<file path="src/rtl/fpt_pkg.sv">
// Package: register map, field positions, reset values and state types of the timer
package fpt_pkg;
    localparam int CNT_W = 16;
    localparam int NUM_CH = 2;
    localparam int THR_W = 5;
    localparam int EV_W = NUM_CH + 1;

    // Register byte offsets
    localparam logic [7:0] OFS_STATUS_CONTROL = 8'h00;
    localparam logic [7:0] OFS_COUNT = 8'h04;
    localparam logic [7:0] OFS_MODULO_VALUE = 8'h08;
    localparam logic [7:0] OFS_COUNTER_INITIAL = 8'h0C;
    localparam logic [7:0] OFS_TIMER_CONFIGURATION = 8'h20;
    localparam logic [7:0] OFS_LOAD_ENABLE = 8'h24;
    localparam logic [7:0] OFS_EVENT_STATUS = 8'h28;
    localparam logic [7:0] OFS_EVENT_CLEAR = 8'h2C;
    localparam logic [7:0] OFS_EVENT_ENABLE = 8'h30;
    localparam logic [7:0] OFS_CH_BASE = 8'h10;
    localparam logic [7:0] OFS_CH_STRIDE = 8'h08;
    localparam logic [7:0] OFS_CH_VALUE = 8'h04;

    // Field positions
    localparam int SC_RUN_BIT = 0;
    localparam int SC_IRQ_EN_BIT = 6;
    localparam int SC_FLAG_BIT = 7;
    localparam int TIMER_CONFIGURATION_THR_LSB = 0;
    localparam int TIMER_CONFIGURATION_DBG_LSB = 6;
    localparam int CH_TOGGLE_BIT = 0;
    localparam int CH_IRELOAD_BIT = 1;
    localparam int LOAD_OK_BIT = 9;

    // Reset values and codes
    localparam logic [CNT_W-1:0] RST_MODULO = 16'hFFFF;
    localparam logic [1:0] DBG_MODE_RUN = 2'h0;

    // Channel state
    typedef struct packed {
        logic pin;
    } fpt_ch_state_type;

    // Timer state
    typedef struct packed {
        logic run;
        logic irq_en;
        logic flag;
        logic clr_armed;
        logic [CNT_W-1:0] cnt;
        logic [CNT_W-1:0] modv;
        logic [CNT_W-1:0] init;
        logic [CNT_W-1:0] mod_buf;
        logic [CNT_W-1:0] init_buf;
        logic [NUM_CH*CNT_W-1:0] chv;
        logic [NUM_CH*CNT_W-1:0] chv_buf;
        logic [NUM_CH-1:0] ch_tog;
        logic [NUM_CH-1:0] ch_irl;
        logic [THR_W-1:0] thr;
        logic [THR_W-1:0] ovf_cnt;
        logic [1:0] dbg_sel;
        logic load_ok;
        logic [NUM_CH-1:0] load_sel;
        logic [EV_W-1:0] ev_st;
        logic [EV_W-1:0] ev_en;
        logic pready;
        logic pslverr;
        logic [31:0] prdata;
        logic irq;
    } fpt_state_type;
endpackage

</file>
<file path="src/rtl/fpt_channel.sv">
// Module: one compare channel with match detect and toggled output pin
module fpt_channel (
    input wire logic ref_clk,
    input wire logic reset,
    input wire logic step,
    input wire logic [fpt_pkg::CNT_W-1:0] cnt_nxt,
    input wire logic [fpt_pkg::CNT_W-1:0] ch_value,
    input wire logic toggle_en,
    output logic match,
    output logic pin_out
);
    import fpt_pkg::*;

    fpt_ch_state_type s_r;
    fpt_ch_state_type s_nxt;

    // Match only on a real counter advance, so a reload never repeats it
    assign match = step && (cnt_nxt == ch_value);

    // Toggle once per genuine match
    always_comb begin
        s_nxt = s_r;
        if (match && toggle_en) begin
            s_nxt.pin = ~s_r.pin;
        end
    end

    // State register
    always_ff @(posedge ref_clk) begin
        if (reset) begin
            s_r <= '0;
        end else begin
            s_r <= s_nxt;
        end
    end

    assign pin_out = s_r.pin;
endmodule

</file>
<file path="src/rtl/fpt_timer.sv">
// Module: PWM/compare timer with buffered reload, APB registers and interrupt
//
// Summary of operation
// - Debug session with nonzero select halts counter
// - Load-enable writes that leave out the load-ok byte lane keep load-ok untouched
// - Load-ok gates buffered transfer at reload point
// - Intermediate reload match gives exactly one event
// - Toggle mode inverts output once per match
// - Match coincident with other reload stays single
// - Read-then-write-zero clears flag unless an overflow sets it in that cycle
// - Nonzero threshold counts overflows before flagging
// - Interrupt follows flag while interrupt enable set, ORed with enabled events
//
// The placing of the registers and the APB register port were chosen for this implementation.
module fpt_timer (
    input wire logic ref_clk,
    input wire logic reset,
    input wire logic debug_active,
    input wire logic [7:0] paddr,
    input wire logic psel,
    input wire logic penable,
    input wire logic pwrite,
    input wire logic [31:0] pwdata,
    input wire logic [3:0] pstrb,
    output logic [31:0] prdata,
    output logic pready,
    output logic pslverr,
    output logic irq,
    output logic [fpt_pkg::NUM_CH-1:0] ch_out
);
    import fpt_pkg::*;

    fpt_state_type s_r;
    fpt_state_type s_nxt;
    logic step;
    logic wrap;
    logic reload;
    logic [CNT_W-1:0] cnt_nxt;
    logic [NUM_CH-1:0] match;
    logic [31:0] rv;
    logic [31:0] wv;
    logic hit;
    logic wr_fire;
    logic rd_fire;
    logic clr_ok;
    logic ovf_set;

    // Byte-lane merge of write data over the current register value
    function automatic logic [31:0] lane_merge(input logic [31:0] old, input logic [31:0] wd,
                                               input logic [3:0] st);
        for (int b = 0; b < 4; b++) begin
            lane_merge[8*b +: 8] = st[b] ? wd[8*b +: 8] : old[8*b +: 8];
        end
    endfunction

    // Counter advance, wrap and reload point
    assign step = s_r.run && !(debug_active && s_r.dbg_sel != DBG_MODE_RUN);
    assign wrap = step && (s_r.cnt == s_r.modv);
    assign cnt_nxt = (s_r.cnt == s_r.modv) ? s_r.init : CNT_W'(s_r.cnt + 1'b1);
    assign reload = wrap || |(match & s_r.ch_irl);

    // Bus transfer completes in the cycle pready is high
    assign wr_fire = psel && penable && pwrite && s_r.pready;
    assign rd_fire = psel && penable && !pwrite && s_r.pready;
    assign wv = lane_merge(rv, pwdata, pstrb);

    // Channels
    genvar gi;
    generate
        for (gi = 0; gi < NUM_CH; gi++) begin : g_ch
            fpt_channel u_ch (
                .ref_clk(ref_clk),
                .reset(reset),
                .step(step),
                .cnt_nxt(cnt_nxt),
                .ch_value(s_r.chv[gi*CNT_W +: CNT_W]),
                .toggle_en(s_r.ch_tog[gi]),
                .match(match[gi]),
                .pin_out(ch_out[gi])
            );
        end
    endgenerate

    // Register read mux and address decode
    always_comb begin
        rv = '0;
        hit = 1'b1;
        case (paddr)
            OFS_STATUS_CONTROL: begin
                rv[SC_RUN_BIT] = s_r.run;
                rv[SC_IRQ_EN_BIT] = s_r.irq_en;
                rv[SC_FLAG_BIT] = s_r.flag;
            end
            OFS_COUNT: rv[CNT_W-1:0] = s_r.cnt;
            OFS_MODULO_VALUE: rv[CNT_W-1:0] = s_r.mod_buf;
            OFS_COUNTER_INITIAL: rv[CNT_W-1:0] = s_r.init_buf;
            OFS_TIMER_CONFIGURATION: begin
                rv[TIMER_CONFIGURATION_THR_LSB +: THR_W] = s_r.thr;
                rv[TIMER_CONFIGURATION_DBG_LSB +: 2] = s_r.dbg_sel;
            end
            OFS_LOAD_ENABLE: begin
                rv[NUM_CH-1:0] = s_r.load_sel;
                rv[LOAD_OK_BIT] = s_r.load_ok;
            end
            OFS_EVENT_STATUS: rv[EV_W-1:0] = s_r.ev_st;
            OFS_EVENT_CLEAR: rv = '0;
            OFS_EVENT_ENABLE: rv[EV_W-1:0] = s_r.ev_en;
            default: begin
                hit = 1'b0;
                for (int i = 0; i < NUM_CH; i++) begin
                    if (paddr == OFS_CH_BASE + 8'(i) * OFS_CH_STRIDE) begin
                        hit = 1'b1;
                        rv[CH_TOGGLE_BIT] = s_r.ch_tog[i];
                        rv[CH_IRELOAD_BIT] = s_r.ch_irl[i];
                    end
                    if (paddr == OFS_CH_BASE + 8'(i) * OFS_CH_STRIDE + OFS_CH_VALUE) begin
                        hit = 1'b1;
                        rv[CNT_W-1:0] = s_r.chv_buf[i*CNT_W +: CNT_W];
                    end
                end
            end
        endcase
    end

    // Flag clear needs an armed read and a zero written to the flag lane
    assign clr_ok = wr_fire && paddr == OFS_STATUS_CONTROL && s_r.clr_armed
        && !wv[SC_FLAG_BIT];

    // Overflow threshold decides when an overflow sets the flag
    assign ovf_set = wrap && (s_r.thr == '0
        || THR_W'(s_r.ovf_cnt + 1'b1) == s_r.thr);

    // Next-state logic
    always_comb begin
        s_nxt = s_r;
        s_nxt.pready = psel && penable && !s_r.pready;
        s_nxt.pslverr = psel && penable && !s_r.pready && !hit;
        s_nxt.prdata = (psel && penable && !s_r.pready && !pwrite) ? rv : '0;

        // Counter
        if (step) begin
            s_nxt.cnt = cnt_nxt;
        end

        // Overflow counting toward the threshold
        if (wrap) begin
            if (ovf_set) begin
                s_nxt.ovf_cnt = '0;
            end else begin
                s_nxt.ovf_cnt = THR_W'(s_r.ovf_cnt + 1'b1);
            end
        end

        // Buffered transfer at a reload point, then load-ok drops
        if (reload && s_r.load_ok) begin
            s_nxt.modv = s_r.mod_buf;
            s_nxt.init = s_r.init_buf;
            for (int i = 0; i < NUM_CH; i++) begin
                if (s_r.load_sel[i]) begin
                    s_nxt.chv[i*CNT_W +: CNT_W] = s_r.chv_buf[i*CNT_W +: CNT_W];
                end
            end
            s_nxt.load_ok = 1'b0;
        end

        // Read of status-control with the flag set arms the clear
        if (rd_fire && paddr == OFS_STATUS_CONTROL && s_r.flag) begin
            s_nxt.clr_armed = 1'b1;
        end

        // Software writes
        if (wr_fire) begin
            case (paddr)
                OFS_STATUS_CONTROL: begin
                    s_nxt.run = wv[SC_RUN_BIT];
                    s_nxt.irq_en = wv[SC_IRQ_EN_BIT];
                    s_nxt.clr_armed = 1'b0;
                end
                OFS_MODULO_VALUE: s_nxt.mod_buf = wv[CNT_W-1:0];
                OFS_COUNTER_INITIAL: s_nxt.init_buf = wv[CNT_W-1:0];
                OFS_TIMER_CONFIGURATION: begin
                    s_nxt.thr = wv[TIMER_CONFIGURATION_THR_LSB +: THR_W];
                    s_nxt.dbg_sel = wv[TIMER_CONFIGURATION_DBG_LSB +: 2];
                end
                OFS_LOAD_ENABLE: begin
                    s_nxt.load_sel = wv[NUM_CH-1:0];
                    s_nxt.load_ok = wv[LOAD_OK_BIT];
                end
                OFS_EVENT_ENABLE: s_nxt.ev_en = wv[EV_W-1:0];
                default: begin
                    for (int i = 0; i < NUM_CH; i++) begin
                        if (paddr == OFS_CH_BASE + 8'(i) * OFS_CH_STRIDE) begin
                            s_nxt.ch_tog[i] = wv[CH_TOGGLE_BIT];
                            s_nxt.ch_irl[i] = wv[CH_IRELOAD_BIT];
                        end
                        if (paddr == OFS_CH_BASE + 8'(i) * OFS_CH_STRIDE + OFS_CH_VALUE) begin
                            s_nxt.chv_buf[i*CNT_W +: CNT_W] = wv[CNT_W-1:0];
                        end
                    end
                end
            endcase
        end

        // Flag: clear first, a new set in the same cycle wins
        if (clr_ok) begin
            s_nxt.flag = 1'b0;
        end
        if (ovf_set) begin
            s_nxt.flag = 1'b1;
        end

        // Sticky events, set wins over write-one-to-clear
        if (wr_fire && paddr == OFS_EVENT_CLEAR) begin
            s_nxt.ev_st = s_r.ev_st & ~wv[EV_W-1:0];
        end
        s_nxt.ev_st = s_nxt.ev_st | {match, wrap};

        // Level interrupt from the next state, so it tracks the enabled flag and enabled events with no lag
        s_nxt.irq = (s_nxt.flag && s_nxt.irq_en) || |(s_nxt.ev_st & s_nxt.ev_en);
    end

    // State register
    always_ff @(posedge ref_clk) begin
        if (reset) begin
            s_r <= '0;
            s_r.modv <= RST_MODULO;
            s_r.mod_buf <= RST_MODULO;
        end else begin
            s_r <= s_nxt;
        end
    end

    assign prdata = s_r.prdata;
    assign pready = s_r.pready;
    assign pslverr = s_r.pslverr;
    assign irq = s_r.irq;

    // Halted counter holds its value
    property p_debug_halt;
        @(posedge ref_clk) disable iff (reset)
        (debug_active && s_r.dbg_sel != DBG_MODE_RUN) |=> s_r.cnt == $past(s_r.cnt);
    endproperty
    a_debug_halt: assert property (p_debug_halt)
        else $error("counter moved while halted for debug");

    // Load-ok lane untouched keeps load-ok when no reload happens
    property p_narrow_load;
        @(posedge ref_clk) disable iff (reset)
        (wr_fire && paddr == OFS_LOAD_ENABLE && !pstrb[1] && !reload)
            |=> s_r.load_ok == $past(s_r.load_ok);
    endproperty
    a_narrow_load: assert property (p_narrow_load)
        else $error("narrow write changed load-ok");

    // Transfer when armed, none when not
    property p_transfer;
        @(posedge ref_clk) disable iff (reset)
        reload |=> s_r.modv == ($past(s_r.load_ok) ? $past(s_r.mod_buf) : $past(s_r.modv));
    endproperty
    a_transfer: assert property (p_transfer)
        else $error("modulo transfer does not follow load-ok");

    // Cleared load-ok leaves active values alone at a reload point
    property p_load_block;
        @(posedge ref_clk) disable iff (reset)
        (reload && !s_r.load_ok) |=> s_r.modv == $past(s_r.modv)
            && s_r.init == $past(s_r.init) && s_r.chv == $past(s_r.chv);
    endproperty
    a_load_block: assert property (p_load_block)
        else $error("active values changed with load-ok clear");

    // No second match on channel 0 right after a match
    property p_single_match;
        @(posedge ref_clk) disable iff (reset)
        (match[0] && s_r.modv != s_r.init) |=> !match[0];
    endproperty
    a_single_match: assert property (p_single_match)
        else $error("spurious second match on channel 0");

    // Reload channel yields no second match right after its own
    property p_irl_single;
        @(posedge ref_clk) disable iff (reset)
        (match[1] && s_r.ch_irl[1] && s_r.modv != s_r.init) |=> !match[1];
    endproperty
    a_irl_single: assert property (p_irl_single)
        else $error("spurious second match on reload channel 1");

    // Toggle output changes only after a toggle-enabled match
    property p_toggle;
        @(posedge ref_clk) disable iff (reset)
        ##1 ch_out[0] != $past(ch_out[0]) |-> $past(match[0] && s_r.ch_tog[0]);
    endproperty
    a_toggle: assert property (p_toggle)
        else $error("channel 0 output changed without a toggle match");

    // Match coincident with a reload of another channel still lands once
    property p_coincident;
        @(posedge ref_clk) disable iff (reset)
        (match[0] && match[1] && s_r.ch_irl[1] && s_r.modv != s_r.init)
            |=> s_r.ev_st[1] ##0 !match[0];
    endproperty
    a_coincident: assert property (p_coincident)
        else $error("coincident match not single");

    // Armed clear takes effect unless a new flag set arrives
    property p_flag_clear;
        @(posedge ref_clk) disable iff (reset)
        (clr_ok && !ovf_set) |=> !s_r.flag ##1 (s_r.flag -> $past(ovf_set));
    endproperty
    a_flag_clear: assert property (p_flag_clear)
        else $error("overflow flag clear not honoured");

    // Threshold zero flags every overflow
    property p_threshold;
        @(posedge ref_clk) disable iff (reset)
        (wrap && s_r.thr == '0) |=> s_r.flag;
    endproperty
    a_threshold: assert property (p_threshold)
        else $error("overflow did not set flag with zero threshold");

    // Interrupt tracks enabled flag and enabled events, both ways
    property p_irq;
        @(posedge ref_clk) disable iff (reset)
        irq == ((s_r.flag && s_r.irq_en) || |(s_r.ev_st & s_r.ev_en));
    endproperty
    a_irq: assert property (p_irq)
        else $error("interrupt does not follow enabled flag");

    // Wrap returns to initial value
    property p_wrap;
        @(posedge ref_clk) disable iff (reset)
        wrap |=> s_r.cnt == $past(s_r.init) && s_r.ev_st[0];
    endproperty
    a_wrap: assert property (p_wrap)
        else $error("counter did not wrap to initial value");

    // Counter steps by one below the wrap point
    property p_count_up;
        @(posedge ref_clk) disable iff (reset)
        (step && !wrap) |=> s_r.cnt == CNT_W'($past(s_r.cnt) + 1'b1);
    endproperty
    a_count_up: assert property (p_count_up)
        else $error("counter did not advance by one");

    // Full-word write sets every load-enable field
    property p_full_load;
        @(posedge ref_clk) disable iff (reset)
        (wr_fire && paddr == OFS_LOAD_ENABLE && pstrb == 4'hF)
            |=> s_r.load_ok == $past(pwdata[LOAD_OK_BIT])
            && s_r.load_sel == $past(pwdata[NUM_CH-1:0]);
    endproperty
    a_full_load: assert property (p_full_load)
        else $error("full-word load-enable write incomplete");
endmodule

</file>
<file path="config.mk">
export PLATFORM = sky130hd
export DESIGN_NAME = fpt_timer
export DESIGN_NICKNAME = d
export VERILOG_FILES = /design/src/rtl/fpt_pkg.sv /design/src/rtl/fpt_channel.sv /design/src/rtl/fpt_timer.sv
export SDC_FILE = /design/constraint.sdc
export NUM_CORES = 1
export LEC_CHECK = 0
export BUFFER_PORTS_ARGS = -buffer_cell sky130_fd_sc_hd__clkbuf_2
export CAP_MARGIN = 0
export CORE_AREA = 3 3 151 153
export DETAILED_ROUTE_END_ITERATION = 10
export DIE_AREA = 0 0 154 156
export PLACE_DENSITY = 0.69
export SKIP_CTS_REPAIR_TIMING = 1
export SYNTH_ARGS = -nofsm -noshare
export SYNTH_HDL_FRONTEND = slang
export SYNTH_SLANG_ARGS = --single-unit
</file>
<file path="constraint.sdc">
create_clock -name ref_clk -period 5.1 [get_ports ref_clk]
set_clock_uncertainty 0.05 [all_clocks]
set_input_delay 1.02 -clock ref_clk [delete_from_list [all_inputs] [get_ports ref_clk]]
set_output_delay 1.02 -clock ref_clk [all_outputs]
set_load 0.02 [all_outputs]
</file>
# [After elaboration in Yosys (flattened, before gate mapping)]
# Cells that the tools add are included.
[op_classes] eq_ne=16 bitwise=9 n_addsub=2 n_mux=36 reduce_logical=57
[ops] operator="$mux W16" count=4
[ops] operator="$eq A16 B16 Y1" count=3
[ops] operator="$eq A8 B6 Y1 const B" count=5
[ops] operator="$eq A8 B5 Y1 const B" count=4
[ops] operator="$logic_and A1 B1 Y1" count=24
[ops] operator="$pmux W6 S4" count=1
[ops] operator="$add A16 B1 Y16 const B" count=1
[ops] operator="$eq A8 B4 Y1 const B" count=2
[ops] operator="$mux W8" count=2
[ops] operator="$mux W3" count=5
[ops] operator="$reduce_and A2 Y1" count=7
[ops] operator="$mux W1" count=13
[ops] operator="$pmux W2 S6" count=1
[ops] operator="$reduce_and A3 Y1" count=4
[ops] operator="$reduce_or A6 Y1" count=2
[ops] operator="$pmux W2 S5" count=1
[ops] operator="$reduce_or A5 Y1" count=2
[ops] operator="$pmux W1 S9" count=1
[ops] operator="$reduce_or A9 Y1" count=1
[ops] operator="$eq A8 B3 Y1 const B" count=1
[ops] operator="$logic_not A8 Y1" count=1
[ops] operator="$pmux W1 S4" count=2
[ops] operator="$pmux W1 S8" count=1
[ops] operator="$pmux W1 S7" count=1
[ops] operator="17 further kinds" count=31
[word_totals] ff_bits=210 in_bits=50

# [Longest topological paths before layout]
[depth] word_depth=15 ltp_mapped=15

# [By module]
# Synthesis repeated with hierarchy kept, for this count alone.
[hier_totals] hier_cells=1113 hier_area_um2=9406.5
[by_module_without_submodules] module="fpt_timer" n_inst=1 cells_per_inst=1051 area_per_inst_um2=8941.1
[by_module_without_submodules] module="fpt_channel" n_inst=2 cells_per_inst=31 area_per_inst_um2=232.7

# [Least setup slack after synthesis]
# OpenSTA, ideal clock, no wires.
[synth_path] path_kind="input-to-reg" startpoint="input port paddr[2]" endpoint="register s_r[77] (netlist bit)" arrival_time_ns=3.218 cell_stages=11 path_buffers=3 slack_ns=1.704 setup_ns=0.128 cell_sequence="or3b_1 > clkbuf_1 > nor2_1 > and2_1 > clkbuf_1 > o21ai_0 > nand3_1 > nor3_1 > clkbuf_1 > mux2i_1 > nor2_1"
[synth_via] elab_chain_cells=8
[synth_lines] element="start: declaration" line_no="fpt_timer.sv:19" text="input wire logic [7:0] paddr,"
[synth_lines] element="$eq A8 B5 Y1" line_no="fpt_timer.sv:111" text="if (paddr == OFS_CH_BASE + 8'(i) * OFS_CH_STRIDE) begin"
[synth_lines] element="$mux W2" line_no="fpt_timer.sv:111"
[synth_lines] element="$mux W16" line_no="fpt_timer.sv:116" text="if (paddr == OFS_CH_BASE + 8'(i) * OFS_CH_STRIDE + OFS_CH_VALUE) begin"
[synth_lines] element="$mux W16" line_no="fpt_timer.sv:88" text="case (paddr)"
[synth_lines] element="$mux W2" line_no="fpt_timer.sv:111"
[synth_lines] element="$mux W16" line_no="fpt_timer.sv:116"
[synth_lines] element="$pmux W1 S8" line_no="fpt_timer.sv:88"
[synth_lines] element="$mux W8" line_no="fpt_timer.sv:52" text="lane_merge[8*b +: 8] = st[b] ? wd[8*b +: 8] : old[8*b +: 8];"
[synth_lines] element="end signal: assignment" line_no="fpt_timer.sv:229" text="s_r <= s_nxt;"
[synth_lines] element="end: declaration" line_no="fpt_timer.sv:33" text="fpt_state_type s_r;"
# Parallel ways exist; a longest one is shown, timed or not. The select of a mux whose other input is x is not followed.
# A chain may end at the register's enable or synchronous reset.

# [Final worst setup path]
[layout_path] startpoint="register s_r[194] (netlist bit)" endpoint="register s_r[175] (netlist bit)"
[layout_via] elab_chain_cells=8
[layout_lines] element="$add A16 B1 Y16 / $eq A16 B16 Y1 (equally long branches)" line_no="fpt_timer.sv:59, fpt_timer.sv:58"
[layout_lines] element="$mux W16" line_no="fpt_timer.sv:59" text="assign cnt_nxt = (s_r.cnt == s_r.modv) ? s_r.init : CNT_W'(s_r.cnt + 1'b1);"
[layout_lines] element="$eq A16 B16 Y1" line_no="fpt_channel.sv:18" text="assign match = step && (cnt_nxt == ch_value);"
[layout_lines] element="$logic_and A1 B1 Y1" line_no="fpt_channel.sv:18"
[layout_lines] element="$and A2 B2 Y2" line_no="fpt_timer.sv:60" text="assign reload = wrap || |(match & s_r.ch_irl);"
[layout_lines] element="$reduce_or A2 Y1" line_no="fpt_timer.sv:60"
[layout_lines] element="$logic_or A1 B1 Y1 (*)" line_no="fpt_timer.sv:60"
[layout_lines] element="$logic_and A1 B1 Y1 (*)" line_no="fpt_timer.sv:155" text="if (reload && s_r.load_ok) begin"
# Mark *: on every way between the ends. The rest lies on a longest branch, timed or not.

==> flow_metrics.py <==
metrics = {
    "setup_path": {
        "critPathKind": "reg2reg",
        "rrSetupSlack_ns": 0.68,
        "critPathLaunchType": "register",
        "crit_arrival_ns": 4.62,
        "cp.required_ns": 5.30,
        "critical_path.top_delay_family": "simple AND/OR/NAND/NOR gates",
        "crit_path_top_delay_cell": "o21a_2",
        "critPathMaxStageDelay_ns": 0.62,
        "path_cells": "xor2_1 -> nor4_1 -> nand4_1 -> buf_4 -> mux2i_1 -> xnor2_1 -> nor4_2 -> nand4_2 -> o21a_2 -> buf_12 -> o21ai_1 -> nand3_1",
        "critical_path.max_fanout": 43,
        "crit_path_end_kind": "register",
        "path_buf_inv": 2,
    },
    "grt": {
        "grt_antenna_before_repair": 0,
        "grt_first_pass_wirelength_um": 45600,
        "first_global_vias": 7982,
        "grt_max_degree": 89,
        "track_usage": 0.237,
        "overflow": 0,
    },
    "place": {
        "place.gp.congestion": 0.895,
        "place_inst": 1415,
        "port_buffers": 52,
        "hpwl_um": 19700,
    },
    "timing": {
        "setup_viol": 0,
        "tightestPinTransition_ns": 1.17,
        "period_minus_slack_ns": 4.42,
        "max_freq_mhz": 226,
        "rsz0062_at_grt": "false",
        "hold_viol_final": 0,
        "maxSlewViolCount": 0,
        "fin_setup_tns_ns": 0,
        "slew_headroom": 0.222,
        "fin_crit_sh": 0.866,
    },
    "drt": {
        "drc": 0,
        "ant_nets": 0,
        "drt_wl_total_um": 28800,
        "drtPass1Iterations": 6,
        "routedWlPerCell_um": 19.9,
        "vias_per_cell": 5.96,
        "drtIter0Drc": 911,
        "vias": 8606,
    },
    "die": {
        "die_y_um": 156,
        "placementRows": 54,
        "io_pins": 87,
        "dieArea_sq_um": 24000,
        "core-area_sq_um": 21700,
        "initial_utilization": 0.444,
        "die_x_um": 154,
    },
    "clocking": {
        "cts_sinks": 194,
        "clk-insertion-delay-late_ns": 0.43,
        "clockBufferDepth": 2,
        "cts_tree": "yes",
        "cts_buffers": 17,
        "htree_num_levels": 4,
        "root_buffer": "clkbuf_16",
        "path_clk_slew_ns": 0.07,
    },
    "logic_synthesis": {
        "synth_edf_count": 0,
        "syn_area_sq_um": 9620,
        "synth-seq-cells": 194,
        "ys_types": 60,
        "syn_area_per_cell_sq_um": 8.23,
        "synth-main-ff-cell": "dfxtp_1",
        "yosysWarnings": 0,
        "ys_seq_area_frac": 0.404,
        "syn_inst": 1169,
        "async_reset_ff_frac": 0,
    },
    "power_and_ir_drop": {
        "clkPwrFrac": 0.470,
        "p_leak_nw": 3.71,
        "power.total_mw": 3.06,
        "seqPwrFrac": 0.495,
        "swShare": 0.217,
        "p_switching_mw": 0.664,
        "powerDensity_nw_per_um2": 292,
        "combPwrFrac": 0.035,
        "vdd_drop_max_uv": 227,
        "p_int_mw": 2.40,
    },
    "finish": {
        "fillers": 2049,
        "seqCellArea_sq_um": 3880,
        "nets": 1206,
        "area_growth_pct": 8.76,
        "multi_input_area_sq_um": 5030,
        "layout-drive-gt1-share": 0.113,
        "num_antenna_cells": 0,
        "finalNonFillerCells": 1445,
    },
    "run": {
        "cap_violations": 0,
    },
    "outcome": {
        "status": "finished, final reports clean",
    },
    "hold_path": {
        "holdCritPathClass": "reg2reg",
    },
}
area by class of cell:
type / count / area share
Inverter: 23 / 0.00825
Timing Repair Buffer: 81 / 0.0471
Clock inverter: 9 / 0.0148
Tap cell: 280 / 0.0335
Multi-Input combinational cell: 837 / 0.480
Sequential cell: 194 / 0.371
Clock buffer: 21 / 0.0449
per-stage QoR:
stage	cell area [sq um]	hold WS, ns	setup slack [ns]	utilization
6_report	10500	0.427	0.681	0.483
5_1_grt	10500	0.447	0.452	0.483
4_1_cts	10500	0.423	0.825	0.483
3_5_place_dp	9840	0.415	0.872	0.454
3_3_place_gp	9840	0.408	0.956	0.454
2_1_floorplan	9680	0.396	1.70	-
path summary, 6_finish.rpt:
kind                  from  cells after the start  endpoint
setup / recovery  s_r[194]                     12  s_r[175]
hold / removal    s_r[125]                      2  s_r[125]
setup reg to reg  s_r[194]                     12  s_r[175]
hold reg to reg   s_r[125]                      2  s_r[125]
per-layer routing:
metal  global-route usage  vias up  routed length, um
li1                     -     4062                  -
met1                0.342     4039              12900
met2                0.349      441              12400
met3               0.0577       64               2750
met4               0.0753        0                714
met5                    0        -                  0
worst reg2reg max path: cells and delay by family, from the launching register on:
family	cells	cell delay [ns]
compound gates	2	0.75
flops	1	0.51
simple gates	5	1.51
mux	1	0.53
buf+inv	2	0.59
xor+xnor	2	0.30
power groups by stage:
stage	combinational, mW	clock (mW)	sequential, mW
2_1_floorplan	0.0736	0	1.55
3_3_place_gp	0.104	0	1.55
3_5_place_dp	0.104	0	1.55
4_1_cts	0.105	1.45	1.52
5_1_grt	0.114	1.52	1.51
6_report	0.107	1.44	1.52
synthesized netlist by cell type, types with 4 or more instances:
cell / n / area (sq um)
xor2_1: 35 / 307
inv_1: 23 / 86.3
and3_1: 7 / 43.8
nand2_1: 87 / 327
nor2_1: 124 / 465
nor3b_1: 4 / 30.0
o21ai_0: 11 / 55.1
and2_1: 6 / 37.5
nor4_2: 4 / 50.1
nor4_1: 13 / 81.3
a31o_1: 7 / 61.3
buf_1: 5 / 18.8
buf_2: 13 / 65.1
buf_6: 7 / 78.8
nand4_1: 42 / 263
a22o_1: 4 / 35.0
a221oi_1: 13 / 114
clkbuf_1: 69 / 259
dfxtp_1: 194 / 3880
a22oi_1: 21 / 158
o21ai_1: 66 / 330
nand3_1: 87 / 435
nor3_1: 21 / 105
mux2i_1: 49 / 490
xnor2_1: 40 / 350
a21oi_1: 95 / 475
buf_4: 36 / 270
a211oi_1: 25 / 188
o211ai_1: 9 / 67.6
a31oi_1: 6 / 37.5
kinds of logic (layout without fill, tap and decap cells):
logic type,count (synthesis),in the layout,share of synthesized area
simple gates,415,415,0.209
compound gates,272,272,0.171
flops,194,194,0.404
buf+inv,153,134,0.0809
xor+xnor,75,75,0.0683
mux,57,57,0.0644
fa+ha+maj,2,2,0.00260
other cells,1,16,0.000390
sequential cells by signal, indices dropped and copies added (netlist names):
signal,flops
pslverr,1
prdata,16
g_ch.u_ch.pin_out,2
irq,1
s_r,173
pready,1
layout by cell type, fill, tap and decap left out, types with 3 or more instances in the layout:
| cell type | synthesis | layout |
|---|---|---|
| a31oi_1 | 6 | 6 |
| bufinv_16 | 0 | 4 |
| nand3_1 | 87 | 87 |
| clkbuf_8 | 0 | 3 |
| o221ai_1 | 3 | 3 |
| mux2i_1 | 49 | 49 |
| nor3b_1 | 4 | 4 |
| and3_1 | 7 | 7 |
| clkbuf_2 | 0 | 51 |
| conb_1 | 1 | 16 |
| o21ai_1 | 66 | 66 |
| nand4_1 | 42 | 42 |
| xnor2_1 | 40 | 40 |
| clkbuf_16 | 0 | 17 |
| xor2_1 | 35 | 35 |
| a21oi_1 | 95 | 95 |
| dfxtp_1 | 194 | 193 |
| o21ai_0 | 11 | 11 |
| nand2_1 | 87 | 87 |
| mux2_2 | 3 | 3 |
| a221oi_1 | 13 | 13 |
| o211ai_1 | 9 | 9 |
| nor4_2 | 4 | 4 |
| buf_4 | 36 | 29 |
| a31o_1 | 7 | 7 |
| a22o_1 | 4 | 4 |
| nor3_1 | 21 | 20 |
| inv_1 | 23 | 23 |
| a22oi_1 | 21 | 21 |
| a211oi_1 | 25 | 25 |
| nor4_1 | 13 | 13 |
| or3_1 | 3 | 3 |
| and2_1 | 6 | 6 |
| nor2_1 | 124 | 124 |
(Power assumes the default switching activity.)
